### src/ioc_defs.svh
// Purpose: shared constants of the i/o processor channel controller
// Assumes: 18-bit words, 25 MHz ref_clk, 1 us nominal processor cycle
// Notes:   bit numbers of the instruction word count from the lsb (bit 0 = lsb)
`ifndef IOC_DEFS_SVH
`define IOC_DEFS_SVH

`define IOC_W           18
`define IOC_SEL_W       8
`define IOC_CMD_W       4
`define IOC_CYC_NS      1000
`define IOC_CLK_NS      40
`define IOC_CYC_CLKS    ((`IOC_CYC_NS + `IOC_CLK_NS - 1) / `IOC_CLK_NS)
`define IOC_CYC_CW      5
`define IOC_RTC_ADDR    18'h00007
`define IOC_OP_VAL      6'h38
`define IOC_OP_HI       17
`define IOC_OP_LO       12
`define IOC_SEL_HI      11
`define IOC_SEL_LO      4
`define IOC_CMD_HI      3
`define IOC_CMD_LO      0
`define IOC_CMD_CLR     3
`define IOC_CMD_OUT     2
`define IOC_CMD_IN      1
`define IOC_CMD_FLAG    0

`endif

### src/ioc_pkg.sv
// Purpose: types of the i/o processor channel controller
// Assumes: nothing beyond ioc_defs.svh
// Notes:   state codes are binary and fixed
package ioc_pkg;

  typedef enum logic [1:0] {
    MODE_SINGLE = 2'h0,
    MODE_MULTI  = 2'h1,
    MODE_INCR   = 2'h2,
    MODE_ADD    = 2'h3
  } ioc_mode_t;

  typedef enum logic [3:0] {
    ST_IDLE   = 4'h0,
    ST_GRANT  = 4'h1,
    ST_TAKE   = 4'h2,
    ST_WCNT   = 4'h3,
    ST_CPTR   = 4'h4,
    ST_DATA   = 4'h5,
    ST_SETTLE = 4'h6,
    ST_ADDW   = 4'h7,
    ST_RET    = 4'h8,
    ST_ET1    = 4'h9,
    ST_ET2    = 4'hA,
    ST_ET3    = 4'hB
  } ioc_state_t;

  typedef enum logic [2:0] {
    PH_START = 3'h0,
    PH_RD    = 3'h1,
    PH_CALC  = 3'h2,
    PH_WR    = 3'h3,
    PH_DONE  = 3'h4
  } ioc_memph_t;

endpackage

### src/ioc_add_if.sv
// Purpose: operand and result lines of the channel adder
// Assumes: combinational adder
// Notes:   inh passes operand a through unchanged
`timescale 1ns/100ps
interface ioc_add_if #(parameter int W = 18);
  logic [W-1:0] a;
  logic [W-1:0] b;
  logic         inh;
  logic [W-1:0] sum;
  logic         carry;
  modport user (output a, output b, output inh, input sum, input carry);
  modport calc (input a, input b, input inh, output sum, output carry);
endinterface

### src/ioc_adder.sv
// Purpose: channel adder with inhibit and overflow
// Assumes: purely combinational
// Notes:   carry marks an all-ones word rolling over to zero on increment
`timescale 1ns/100ps
module ioc_adder #(
  parameter int W = 18
) (
  // operands and result
  ioc_add_if.calc port
);
  always_comb begin
    if (port.inh) begin
      {port.carry, port.sum} = {1'b0, port.a};
    end else begin
      {port.carry, port.sum} = {1'b0, port.a} + {1'b0, port.b};
    end
  end
endmodule

### src/ioc_channel_ctrl.sv
// Purpose: i/o processor block channel control and transfer instruction sequencer
// Assumes: ioc_defs.svh included; memory answers each request with one memAck
// Notes:
`timescale 1ns/100ps
`include "ioc_defs.svh"
module ioc_channel_ctrl #(
  parameter int W = `IOC_W
) (
  // clock and reset
  input  wire logic                ref_clk,
  input  wire logic                rst,
  // channel request side
  input  wire logic                chanReq,
  input  wire ioc_pkg::ioc_mode_t  chanMode,
  input  wire logic                chanOut,
  output logic                     chanGrant_q,
  output logic                     ovflPulse_q,
  // shared bus lines
  input  wire logic [W-1:0]        busAddrIn,
  input  wire logic [W-1:0]        busDataIn,
  output logic [W-1:0]             busDataOut_q,
  output logic                     busDataOe_q,
  // memory switch
  output logic                     memReq_q,
  output logic                     memWe_q,
  output logic [W-1:0]             memAddr_q,
  output logic [W-1:0]             memWdata_q,
  output logic                     cpuLockout_q,
  input  wire logic                memAck,
  input  wire logic [W-1:0]        memRdata,
  // real-time clock
  input  wire logic                rtcEnable,
  input  wire logic                rtcTick,
  output logic                     rtcIntReq_q,
  // transfer instructions
  input  wire logic                iotValid,
  input  wire logic [W-1:0]        iotWord,
  input  wire logic [W-1:0]        accIn,
  output logic [`IOC_SEL_W-1:0]    devSelect_q,
  output logic                     devSelActive_q,
  output logic                     accClear_q,
  output logic                     flagTestPulse_q,
  output logic                     inputStrobePulse_q,
  output logic                     outputStrobePulse_q,
  output logic                     accWrite_q,
  output logic [W-1:0]             accData_q,
  output logic                     iotDone_q
);
  import ioc_pkg::*;

  localparam logic [`IOC_CYC_CW-1:0] CycLast = `IOC_CYC_CW'(`IOC_CYC_CLKS - 1);

  ioc_state_t             state_q;
  ioc_state_t             state_d;
  ioc_state_t             endState;
  ioc_memph_t             memPh_q;
  ioc_mode_t              mode_q;
  logic [`IOC_CYC_CW-1:0] cyc_q;
  logic                   dirOut_q;
  logic                   srcRtc_q;
  logic [W-1:0]           dsr_q;
  logic [W-1:0]           caPtr_q;
  logic [W-1:0]           mbr_q;
  logic [W-1:0]           rd_q;
  logic [W-1:0]           takenAddr_q;
  logic [`IOC_SEL_W-1:0]  sel_q;
  logic [`IOC_CMD_W-1:0]  cmd_q;
  logic                   iotPend_q;
  logic                   rtcPend_q;
  logic                   tickPrev_q;
  logic                   needRd;
  logic                   needWr;
  logic [W-1:0]           opAddr;
  logic [W-1:0]           wData;
  logic                   stepDone;
  logic                   isSkip;

  ioc_add_if #(.W(W)) addBus ();
  ioc_adder #(.W(W)) uAdder (
    .port (addBus.calc)
  );

  assign stepDone = (memPh_q == PH_DONE) && (cyc_q == CycLast);
  assign isSkip   = !cmd_q[`IOC_CMD_OUT] && !cmd_q[`IOC_CMD_IN];
  // burst when the device still holds its request after a word
  assign endState = (!srcRtc_q && chanReq) ? ST_GRANT : ST_IDLE;

  // per-state memory operation and adder steering
  always_comb begin
    needRd     = 1'b0;
    needWr     = 1'b0;
    opAddr     = dsr_q;
    addBus.a   = rd_q;
    addBus.b   = W'(1);
    addBus.inh = 1'b0;
    wData      = addBus.sum;
    case (state_q)
      ST_TAKE: begin
        addBus.a   = busAddrIn;
        addBus.inh = 1'b1;
      end
      ST_WCNT: begin
        needRd = 1'b1;
        needWr = 1'b1;
      end
      ST_CPTR: begin
        needRd = 1'b1;
        needWr = 1'b1;
        if (memPh_q == PH_START) begin
          addBus.a = dsr_q;
          opAddr   = addBus.sum;
        end
      end
      ST_DATA: begin
        needRd = dirOut_q;
        needWr = !dirOut_q;
        opAddr = caPtr_q;
        wData  = mbr_q;
      end
      ST_ADDW: begin
        needRd   = 1'b1;
        needWr   = 1'b1;
        opAddr   = caPtr_q;
        addBus.b = mbr_q;
      end
      default: begin
      end
    endcase
  end

  // next state
  always_comb begin
    state_d = state_q;
    case (state_q)
      ST_IDLE: begin
        if (chanReq) begin
          state_d = ST_GRANT;
        end else if (rtcPend_q) begin
          state_d = ST_WCNT;
        end else if (iotPend_q) begin
          state_d = ST_ET1;
        end
      end
      ST_GRANT: state_d = ST_TAKE;
      ST_TAKE: state_d = (mode_q == MODE_SINGLE) ? ST_DATA : ST_WCNT;
      ST_WCNT: begin
        if (stepDone) begin
          state_d = (mode_q == MODE_INCR) ? endState : ST_CPTR;
        end
      end
      ST_CPTR: begin
        if (stepDone) begin
          state_d = (mode_q == MODE_ADD) ? ST_ADDW : ST_DATA;
        end
      end
      ST_DATA: begin
        if (stepDone) begin
          state_d = (mode_q == MODE_MULTI && dirOut_q) ? ST_SETTLE : endState;
        end
      end
      ST_SETTLE: state_d = stepDone ? endState : ST_SETTLE;
      ST_ADDW: state_d = stepDone ? ST_RET : ST_ADDW;
      ST_RET: state_d = stepDone ? endState : ST_RET;
      ST_ET1: begin
        if (stepDone) begin
          state_d = isSkip ? ST_IDLE : ST_ET2;
        end
      end
      ST_ET2: state_d = stepDone ? ST_ET3 : ST_ET2;
      ST_ET3: state_d = stepDone ? ST_IDLE : ST_ET3;
      default: state_d = ST_IDLE;
    endcase
  end

  // state and processor cycle timer
  always_ff @(posedge ref_clk) begin
    if (rst) begin
      state_q <= ST_IDLE;
      cyc_q   <= '0;
    end else begin
      state_q <= state_d;
      if (state_d != state_q) begin
        cyc_q <= '0;
      end else if (cyc_q != CycLast) begin
        cyc_q <= cyc_q + `IOC_CYC_CW'(1);
      end
    end
  end

  // memory engine: read, modify, write within one processor cycle
  always_ff @(posedge ref_clk) begin
    if (rst) begin
      memPh_q    <= PH_START;
      memReq_q   <= 1'b0;
      memWe_q    <= 1'b0;
      memAddr_q  <= '0;
      memWdata_q <= '0;
      rd_q       <= '0;
    end else if (state_d != state_q) begin
      memPh_q  <= PH_START;
      memReq_q <= 1'b0;
    end else begin
      case (memPh_q)
        PH_START: begin
          if (needRd) begin
            memReq_q  <= 1'b1;
            memWe_q   <= 1'b0;
            memAddr_q <= opAddr;
            memPh_q   <= PH_RD;
          end else if (needWr) begin
            memReq_q   <= 1'b1;
            memWe_q    <= 1'b1;
            memAddr_q  <= opAddr;
            memWdata_q <= wData;
            memPh_q    <= PH_WR;
          end else begin
            memPh_q <= PH_DONE;
          end
        end
        PH_RD: begin
          if (memAck) begin
            memReq_q <= 1'b0;
            rd_q     <= memRdata;
            memPh_q  <= needWr ? PH_CALC : PH_DONE;
          end
        end
        PH_CALC: begin
          memReq_q   <= 1'b1;
          memWe_q    <= 1'b1;
          memAddr_q  <= opAddr;
          memWdata_q <= wData;
          memPh_q    <= PH_WR;
        end
        PH_WR: begin
          if (memAck) begin
            memReq_q <= 1'b0;
            memPh_q  <= PH_DONE;
          end
        end
        default: memPh_q <= PH_DONE;
      endcase
    end
  end

  // channel datapath registers
  always_ff @(posedge ref_clk) begin
    if (rst) begin
      mode_q      <= MODE_SINGLE;
      dirOut_q    <= 1'b0;
      srcRtc_q    <= 1'b0;
      dsr_q       <= '0;
      caPtr_q     <= '0;
      mbr_q       <= '0;
      takenAddr_q <= '0;
    end else begin
      if (state_d == ST_GRANT && state_q != ST_GRANT) begin
        mode_q   <= chanMode;
        dirOut_q <= chanOut;
        srcRtc_q <= 1'b0;
      end else if (state_q == ST_IDLE && state_d == ST_WCNT) begin
        mode_q   <= MODE_INCR;
        srcRtc_q <= 1'b1;
        dsr_q    <= `IOC_RTC_ADDR;
      end
      if (state_q == ST_TAKE) begin
        dsr_q       <= addBus.sum;
        caPtr_q     <= addBus.sum;
        mbr_q       <= busDataIn;
        takenAddr_q <= busAddrIn;
      end
      if (state_q == ST_CPTR && memPh_q == PH_START && state_d == ST_CPTR) begin
        dsr_q <= addBus.sum;
      end
      if (state_q == ST_CPTR && memPh_q == PH_CALC) begin
        caPtr_q <= addBus.sum;
      end
      if (state_q == ST_ADDW && memPh_q == PH_CALC) begin
        mbr_q <= addBus.sum;
      end
    end
  end

  // tally overflow pulses
  always_ff @(posedge ref_clk) begin
    if (rst) begin
      ovflPulse_q <= 1'b0;
      rtcIntReq_q <= 1'b0;
    end else begin
      ovflPulse_q <= state_q == ST_WCNT && memPh_q == PH_CALC && addBus.carry
                     && !srcRtc_q;
      rtcIntReq_q <= state_q == ST_WCNT && memPh_q == PH_CALC && addBus.carry
                     && srcRtc_q;
    end
  end

  // grant and core lockout
  always_ff @(posedge ref_clk) begin
    if (rst) begin
      chanGrant_q  <= 1'b0;
      cpuLockout_q <= 1'b0;
    end else begin
      chanGrant_q  <= state_d == ST_GRANT;
      cpuLockout_q <= state_d inside {ST_GRANT, ST_TAKE, ST_WCNT, ST_CPTR,
                                      ST_DATA, ST_SETTLE, ST_ADDW, ST_RET};
    end
  end

  // bus data drive
  always_ff @(posedge ref_clk) begin
    if (rst) begin
      busDataOut_q <= '0;
      busDataOe_q  <= 1'b0;
    end else if (state_q == ST_DATA && memPh_q == PH_RD && memAck && dirOut_q) begin
      busDataOut_q <= memRdata;
      busDataOe_q  <= 1'b1;
    end else if (state_d == ST_RET && state_q != ST_RET) begin
      busDataOut_q <= mbr_q;
      busDataOe_q  <= 1'b1;
    end else if (state_d == ST_ET3 && state_q != ST_ET3 && cmd_q[`IOC_CMD_OUT]) begin
      busDataOut_q <= accIn;
      busDataOe_q  <= 1'b1;
    end else if (!(state_d inside {ST_DATA, ST_SETTLE, ST_RET, ST_ET3})) begin
      busDataOe_q <= 1'b0;
    end
  end

  // clock tick capture, set wins over service
  always_ff @(posedge ref_clk) begin
    if (rst) begin
      tickPrev_q <= 1'b0;
      rtcPend_q  <= 1'b0;
    end else begin
      tickPrev_q <= rtcTick;
      if (rtcEnable && rtcTick && !tickPrev_q) begin
        rtcPend_q <= 1'b1;
      end else if (state_q == ST_IDLE && state_d == ST_WCNT) begin
        rtcPend_q <= 1'b0;
      end
    end
  end

  // instruction decode
  always_ff @(posedge ref_clk) begin
    if (rst) begin
      iotPend_q <= 1'b0;
      sel_q     <= '0;
      cmd_q     <= '0;
    end else begin
      if (iotValid && iotWord[`IOC_OP_HI:`IOC_OP_LO] == `IOC_OP_VAL) begin
        iotPend_q <= 1'b1;
        sel_q     <= iotWord[`IOC_SEL_HI:`IOC_SEL_LO];
        cmd_q     <= iotWord[`IOC_CMD_HI:`IOC_CMD_LO];
      end else if (state_q == ST_IDLE && state_d == ST_ET1) begin
        iotPend_q <= 1'b0;
      end
    end
  end

  // event time pulses and accumulator traffic
  always_ff @(posedge ref_clk) begin
    if (rst) begin
      devSelect_q         <= '0;
      devSelActive_q      <= 1'b0;
      accClear_q          <= 1'b0;
      flagTestPulse_q     <= 1'b0;
      inputStrobePulse_q  <= 1'b0;
      outputStrobePulse_q <= 1'b0;
      accWrite_q          <= 1'b0;
      accData_q           <= '0;
      iotDone_q           <= 1'b0;
    end else begin
      if (state_d == ST_ET1 && state_q != ST_ET1) begin
        devSelect_q <= sel_q;
      end
      devSelActive_q      <= state_d inside {ST_ET1, ST_ET2, ST_ET3};
      accClear_q          <= state_d == ST_ET1 && state_q != ST_ET1
                             && cmd_q[`IOC_CMD_CLR];
      flagTestPulse_q     <= state_d == ST_ET1 && state_q != ST_ET1
                             && cmd_q[`IOC_CMD_FLAG];
      inputStrobePulse_q  <= state_d == ST_ET2 && state_q != ST_ET2
                             && cmd_q[`IOC_CMD_IN];
      outputStrobePulse_q <= state_d == ST_ET3 && state_q != ST_ET3
                             && cmd_q[`IOC_CMD_OUT];
      accWrite_q          <= state_q == ST_ET2 && state_d != ST_ET2
                             && cmd_q[`IOC_CMD_IN];
      if (state_q == ST_ET2 && state_d != ST_ET2) begin
        accData_q <= busDataIn;
      end
      iotDone_q <= state_q inside {ST_ET1, ST_ET2, ST_ET3} && state_d == ST_IDLE;
    end
  end
endmodule

### config.mk
export PLATFORM = sky130hd
export DESIGN_NAME = ioc_channel_ctrl
export DESIGN_NICKNAME = d
export VERILOG_FILES = /design/src/ioc_pkg.sv /design/src/ioc_add_if.sv /design/src/ioc_adder.sv /design/src/ioc_channel_ctrl.sv
export VERILOG_INCLUDE_DIRS = /design/src
export SDC_FILE = /design/constraint.sdc
export NUM_CORES = 1
export LEC_CHECK = 0
export ABC_AREA = 1
export BUFFER_PORTS_ARGS = -buffer_cell sky130_fd_sc_hd__buf_2
export CORE_MARGIN = 8
export CORE_UTILIZATION = 32
export CTS_BUF_LIST = sky130_fd_sc_hd__clkbuf_16
export CTS_CLUSTER_DIAMETER = 150
export CTS_CLUSTER_SIZE = 20
export DETAILED_ROUTE_END_ITERATION = 16
export HOLD_SLACK_MARGIN = 0.03
export PLACE_DENSITY = 0.53
export SETUP_SLACK_MARGIN = 0.2
export SYNTH_ARGS = -nofsm -noshare
export SYNTH_HDL_FRONTEND = slang
export SYNTH_HIERARCHICAL = 1
export SYNTH_SLANG_ARGS = --single-unit
### constraint.sdc
create_clock -name ref_clk -period 3.35 [get_ports ref_clk]
set_clock_uncertainty 0.1 [all_clocks]
set_input_delay 0.335 -clock ref_clk [delete_from_list [all_inputs] [get_ports ref_clk]]
set_output_delay 0.335 -clock ref_clk [all_outputs]
set_load 0.05 [all_outputs]
# == Yosys cells after proc, flatten, opt, wreduce, memory -nomap -nowiden ==
# Cells that the tools add are included.
# word_totals
register_bits,197
input_bits,100
output_inout_bits,94
word_cells,218
# classes
n_addsub,2
n_eq_ne,47
muxes,69
n_bitwise,1
reduce_logical,65
# op_table
op,count
$mux W18,20
$pmux W18 S2,4
$pmux W4 S12,1
$mux W4,11
$eq A4 B3 Y1 const B,8
$eq A4 B4 Y1 const B,8
$logic_and A1 B1 Y1,32
$mux W3,9
$ne A4 B4 Y1 const B,6
$add A18 B18 Y19,1
$eq A4 B2 Y1 const B,4
$mux W1,16
$reduce_bool A3 Y1,5
$pmux W3 S4,1
$reduce_bool A2 Y1,6
$reduce_and A3 Y1,3
$eq A4 B1 Y1 const B,2
$logic_not A4 Y1,2
$ne A2 B2 Y1 const B,4
$reduce_bool A8 Y1,1
$reduce_or A2 Y1,4
$eq A3 B2 Y1 const B,2
$eq A6 B6 Y1 const B,1
$mux W2,3
22 further kinds,30

# == Logic depth before layout (Yosys ltp) ==
# logic_depth
depth_word,12
depth_mapped,29
depth_no_buf,27

# == Modules after synthesis ==
# Netlist, hierarchy kept.
# modules_own_cells
mod,n_inst,cells_per_inst,area_per_inst_um2,seq_area_each_um2
ioc_channel_ctrl,1,1347,9295.2,3943.8
ioc_adder,1,235,1209.9,0.0

# == Worst setup path before layout ==
# No wires, ideal clock.
# synth_timing
path_type,flip-flop to flip-flop
startpoint,register memPh_q[0]
endpoint,register memAddr_q[16]
setup_time_ps,117
arrival_ps,3373
required_ps,3133
setup_slack_ps,-239
stages_incl_launch_ff,27
n_path_buf,1
synth_period_minus_slack_ps,3589
path_cell_list,dfxtp_1 > or2_2 > nor2_1 > inv_1 > nor2_1 > inv_1 > nand2_1 > inv_2 > buf_1 > nand2_1 > nand3_1 > ha_1 > fa_1 > nand2_2 > o21ai_2 > nand2_1 > nand2_2 > nand2_1 > nand3_1 > nand3_1 > nand2_1 > inv_1 > o21ai_0 > a21oi_1 > nand3_1 > nand2_1 > nor2_1
# synth_via
elab_chain_cells,10
elab_cells_between_ends,28
cone_classes,add/sub: 1; eq/ne: 4; mux: 18; bitwise: 1; reduce/logical: 4
# synth_rtl
element,line,rtl
"start, declared",ioc_channel_ctrl.sv:56,ioc_memph_t memPh_q;
"start signal, assigned",ioc_channel_ctrl.sv:224,memPh_q <= needWr ? PH_CALC : PH_DONE;
$logic_not A3 Y1 (*),ioc_channel_ctrl.sv:109,if (memPh_q == PH_START) begin
$mux W18 (*),ioc_channel_ctrl.sv:109,
$pmux W18 S2 (*),ioc_channel_ctrl.sv:97,case (state_q)
via addBus.a[0],ioc_add_if.sv:6,logic [W-1:0] a;
$add A18 B18 Y19 (*),ioc_adder.sv:15,"{port.carry, port.sum} = {1'b0, port.a} + {1'b0, port.b};"
$mux W18 (*),ioc_adder.sv:12,if (port.inh) begin
via addBus.sum[16],ioc_add_if.sv:9,logic [W-1:0] sum;
$mux W18 (*),ioc_channel_ctrl.sv:109,
$pmux W18 S2 (*),ioc_channel_ctrl.sv:97,
$mux W18,ioc_channel_ctrl.sv:210,end else if (needWr) begin
$mux W18,ioc_channel_ctrl.sv:205,if (needRd) begin
$pmux W18 S2 (*),ioc_channel_ctrl.sv:203,case (memPh_q)
"end signal, assigned",ioc_channel_ctrl.sv:208,memAddr_q <= opAddr;
"end signal, assigned",ioc_channel_ctrl.sv:213,memAddr_q <= opAddr;
"end signal, assigned",ioc_channel_ctrl.sv:230,memAddr_q <= opAddr;
"end, declared",ioc_channel_ctrl.sv:26,"output logic [W-1:0] memAddr_q,"
# The timed path passes the listed nets; every way through them passes the cells marked *. The select of a mux whose other input is x is not followed.
# A chain may end at the register's enable or synchronous reset.

# == Worst setup path in the final report ==
# layout_timing
startpoint,register memPh_q[0]
endpoint,register memAddr_q[17]
# Same word-level chain as after synthesis.

==> results.sh <==
export IMPL_crit_path_start_kind="register"
export IMPL_vias=11402
export IMPL_clkTransAtPathRegs_ns=0.08
export IMPL_min_period_ns=3.36
export IMPL_placed_area_mm2=0.0125
export IMPL_min_from="iotWord[8]"
export IMPL_dpl_worst_slack_ns=-0.177
export IMPL_ys_seq_area_share_pct=37.5
export IMPL_postSynthAreaPerCell_um2=6.64
export IMPL_synth_cells=1582
export IMPL_placed_cells=2235
export IMPL_hold_violations=0
export IMPL_die_w_um=197
export IMPL_crit_type="register to register"
export IMPL_grtUsageTotal_pct=20.5
export IMPL_cts_buffers=17
export IMPL_initial_utilization_pct=32.4
export IMPL_place_port_buffers=193
export IMPL_synth_top_area_share_pct=37.5
export IMPL_synth_edf_count=0
export IMPL_end_kind="register"
export IMPL_syn_to_final_growth_pct=33.5
export IMPL_slew_headroom_pct=50.2
export IMPL_layout_commonest_cell="nand2_1"
export IMPL_synth_nets=1703
export IMPL_drive_gt1_share_pct=29.2
export IMPL_worstSetupEndpoint="memAddr_q[17]"
export IMPL_routabilityCongestion=0.931
export IMPL_nets=1975
export IMPL_regArea_mm2=0.00395
export IMPL_synth_area_mm2=0.0105
export IMPL_synth_area_top_cells="dfxtp_1 38%, nand2_1 14%, nor2_1 8.0%"
export IMPL_power_mw=9.96
export IMPL_final_cell_mix="364 x nand2_1, 214 x nor2_1, 193 x buf_2"
export IMPL_hpwl_um=29300
export IMPL_synth_largest_area_cell="dfxtp_1"
export IMPL_synth_async_reset_ratio_pct=0
export IMPL_grt_max_degree=65
export IMPL_final_area_mm2=0.0140
export IMPL_cellPowerDensity_mw_per_mm2=710
export IMPL_ys_ff_latch=197
export IMPL_cts_buffer_depth=2
export IMPL_rsz0062_at_grt="yes"
export IMPL_required_ns=3.59
export IMPL_ir_drop_mv=0.474
export IMPL_tns_ns=-0.0146
export IMPL_ys_flop_type="dfxtp_1"
export IMPL_grt_pass1_vias=10813
export IMPL_failed_checks="setup timing"
export IMPL_multi_input_area_mm2=0.00622
export IMPL_insertedDiodeCount=0
export IMPL_worstReg2RegStart="memPh_q[0]"
export IMPL_insertion_delay_ns=0.46
export IMPL_reg2reg_slack_ns=-0.01
export IMPL_wl_per_cell_um=17.6
export IMPL_crit_start="memPh_q[0]"
export IMPL_utilization_pct=43.2
export IMPL_maxCapViolations=0
export IMPL_ant_nets=0
export IMPL_status="complete, but fails checks"
export IMPL_grt_pass1_wl_um=62900
export IMPL_numClockSinks=197
export IMPL_final_cells=2309
export IMPL_p_leak_nw=6.41
export IMPL_setup_viol=1
export IMPL_hold_class="primary input to register"
export IMPL_drtPass1Iterations=9
export IMPL_setup_slack_ns=-0.0146
export IMPL_drc_errors=0
export IMPL_vias_per_cell=4.94
export IMPL_worst_slew_pin_slew_ns=0.742
export IMPL_fill_cells=3457
export IMPL_tritoncts="yes"
export IMPL_crit_arrival_ns=3.61
export IMPL_drtIter0Drc=960
export IMPL_drv_slew=0
export IMPL_cp_max_fo=5
export IMPL_fp_dieH_um=197
export IMPL_antenna_found_initial=0
export IMPL_io_pins=194
export IMPL_clockRootBuffer="clkbuf_16"
export IMPL_synth_warnings=6
export IMPL_routed_wl_um=40700
export IMPL_fp_row_count=66
export IMPL_timing_rr_end="memAddr_q[17]"
export IMPL_ys_types=44
export IMPL_die_area_mm2=0.0389
export IMPL_design_core_area_mm2=0.0325
export IMPL_reg2reg_depth=24
export IMPL_max_freq_mhz=297
export IMPL_whs_ns=0.0552
export IMPL_grt_overflow=0
export IMPL_fin_crit_sh_pct=100
export IMPL_cts_max_level=4
## synthesized netlist by cell type, types with 2 or more instances
cell      number
nor4_1         2
xnor2_1        4
nor2_4         6
or2_2          3
nor3_1        10
and3_1         2
a31oi_1       20
a21oi_2       11
nor2_1       223
nand2_2       10
buf_2         13
o21ai_1        3
clkinv_1       2
nand3_2        5
buf_6          6
o21ai_0      149
nand2_4        3
buf_4          3
o21bai_1       2
inv_2         11
ha_1          20
buf_1         14
a21oi_1      126
o211ai_1      20
o221a_2        3
a221oi_1       3
dfxtp_1      197
buf_8          4
o31ai_1        2
nand3_1      110
clkbuf_1      44
nor2_2         5
nor3_2         2
nand3b_1      23
nand4_1        4
inv_1        119
nand2_1      391
## timing repair
action,CTS,global route
buffers inserted,9,20
setup endpoints to repair,32,97
pin swaps,39,52
hold buffers,10,0
gates resized for setup,80,84
endpoints found under the hold margin,10,0
gates cloned,2,1
## worst max-delay path, cell delays in order, from the launching register on
cell and delay (ns):
dfxtp_2 0.32, or2_4 0.25, nor2_4 0.12, inv_2 0.06, nor2_4 0.14, inv_4 0.06
nand2_8 0.12, inv_8 0.06, buf_12 0.13, nand2_2 0.05, nand3_2 0.09, ha_4 0.30
nand4_1 0.14, nor3_2 0.31, nand2_4 0.09, nand2_2 0.06, nand2_1 0.05, nand3_2 0.07
nand2_2 0.07, inv_2 0.07, o21ai_1 0.07, a21oi_1 0.22, nand3_1 0.13, nand2_1 0.12
nor2_1 0.05
## flip-flops by register name (all words and copies together) (netlist names), 2 cells and up
register,count
accData_q,18
busDataOut_q,18
caPtr_q,18
dsr_q,18
mbr_q,18
memAddr_q,18
memWdata_q,18
rd_q,18
devSelect_q,8
sel_q,8
cyc_q,5
cmd_q,4
state_q,4
memPh_q,3
mode_q,2
## power by group
| group | internal (mW) | total [mW] | switching, mW |
|---|---|---|---|
| clock network | 0.999 | 2.07 | 1.07 |
| logic | 1.76 | 5.02 | 3.25 |
| registers | 2.65 | 2.87 | 0.221 |
| total | 5.41 | 9.96 | 4.54 |
## layer usage
metal | global-route usage [%] | wire [µm]
met1 | 30.8 | 21000
met2 | 28.7 | 16200
met3 | 4.68 | 2910
met4 | 5.24 | 619
met5 | 0 | 0
## layout make-up
| type | instances | share of cell area [%] |
|---|---|---|
| repair buffers | 337 | 15.6 |
| inverters | 133 | 3.68 |
| multi-input cells | 1166 | 44.3 |
| clock buffers | 17 | 3.03 |
| flip-flops and latches | 197 | 28.2 |
| repair inverters | 2 | 0.125 |
| well taps | 442 | 3.94 |
| clock inverters | 15 | 1.13 |
## kinds of logic (layout without fill, tap and decap cells)
logic type / Yosys count / in the layout / share of synthesized area, %
AOI/OAI and AO/OA: 341 / 341 / 17.8
xor gates and xnor gates: 4 / 4 / 0.333
adders and majority gates: 21 / 21 / 2.57
buffers and inverters: 219 / 504 / 9.22
DFF: 197 / 197 / 37.5
and+or+nand+nor: 800 / 800 / 32.5
## worst min-delay path by stage
stage / cells past startpoint / slack, ns / endpoint
6_report: 3 / 0.06 / sel_q[4]
5_1_grt: 3 / 0.05 / mode_q[0]
4_1_cts: 3 / 0.03 / sel_q[0]
3_5_place_dp: 2 / 0.34 / flagTestPulse_q
3_3_place_gp: 2 / 0.34 / accClear_q
2_1_floorplan: 1 / 0.32 / tickPrev_q
(Power assumes the default switching activity.)
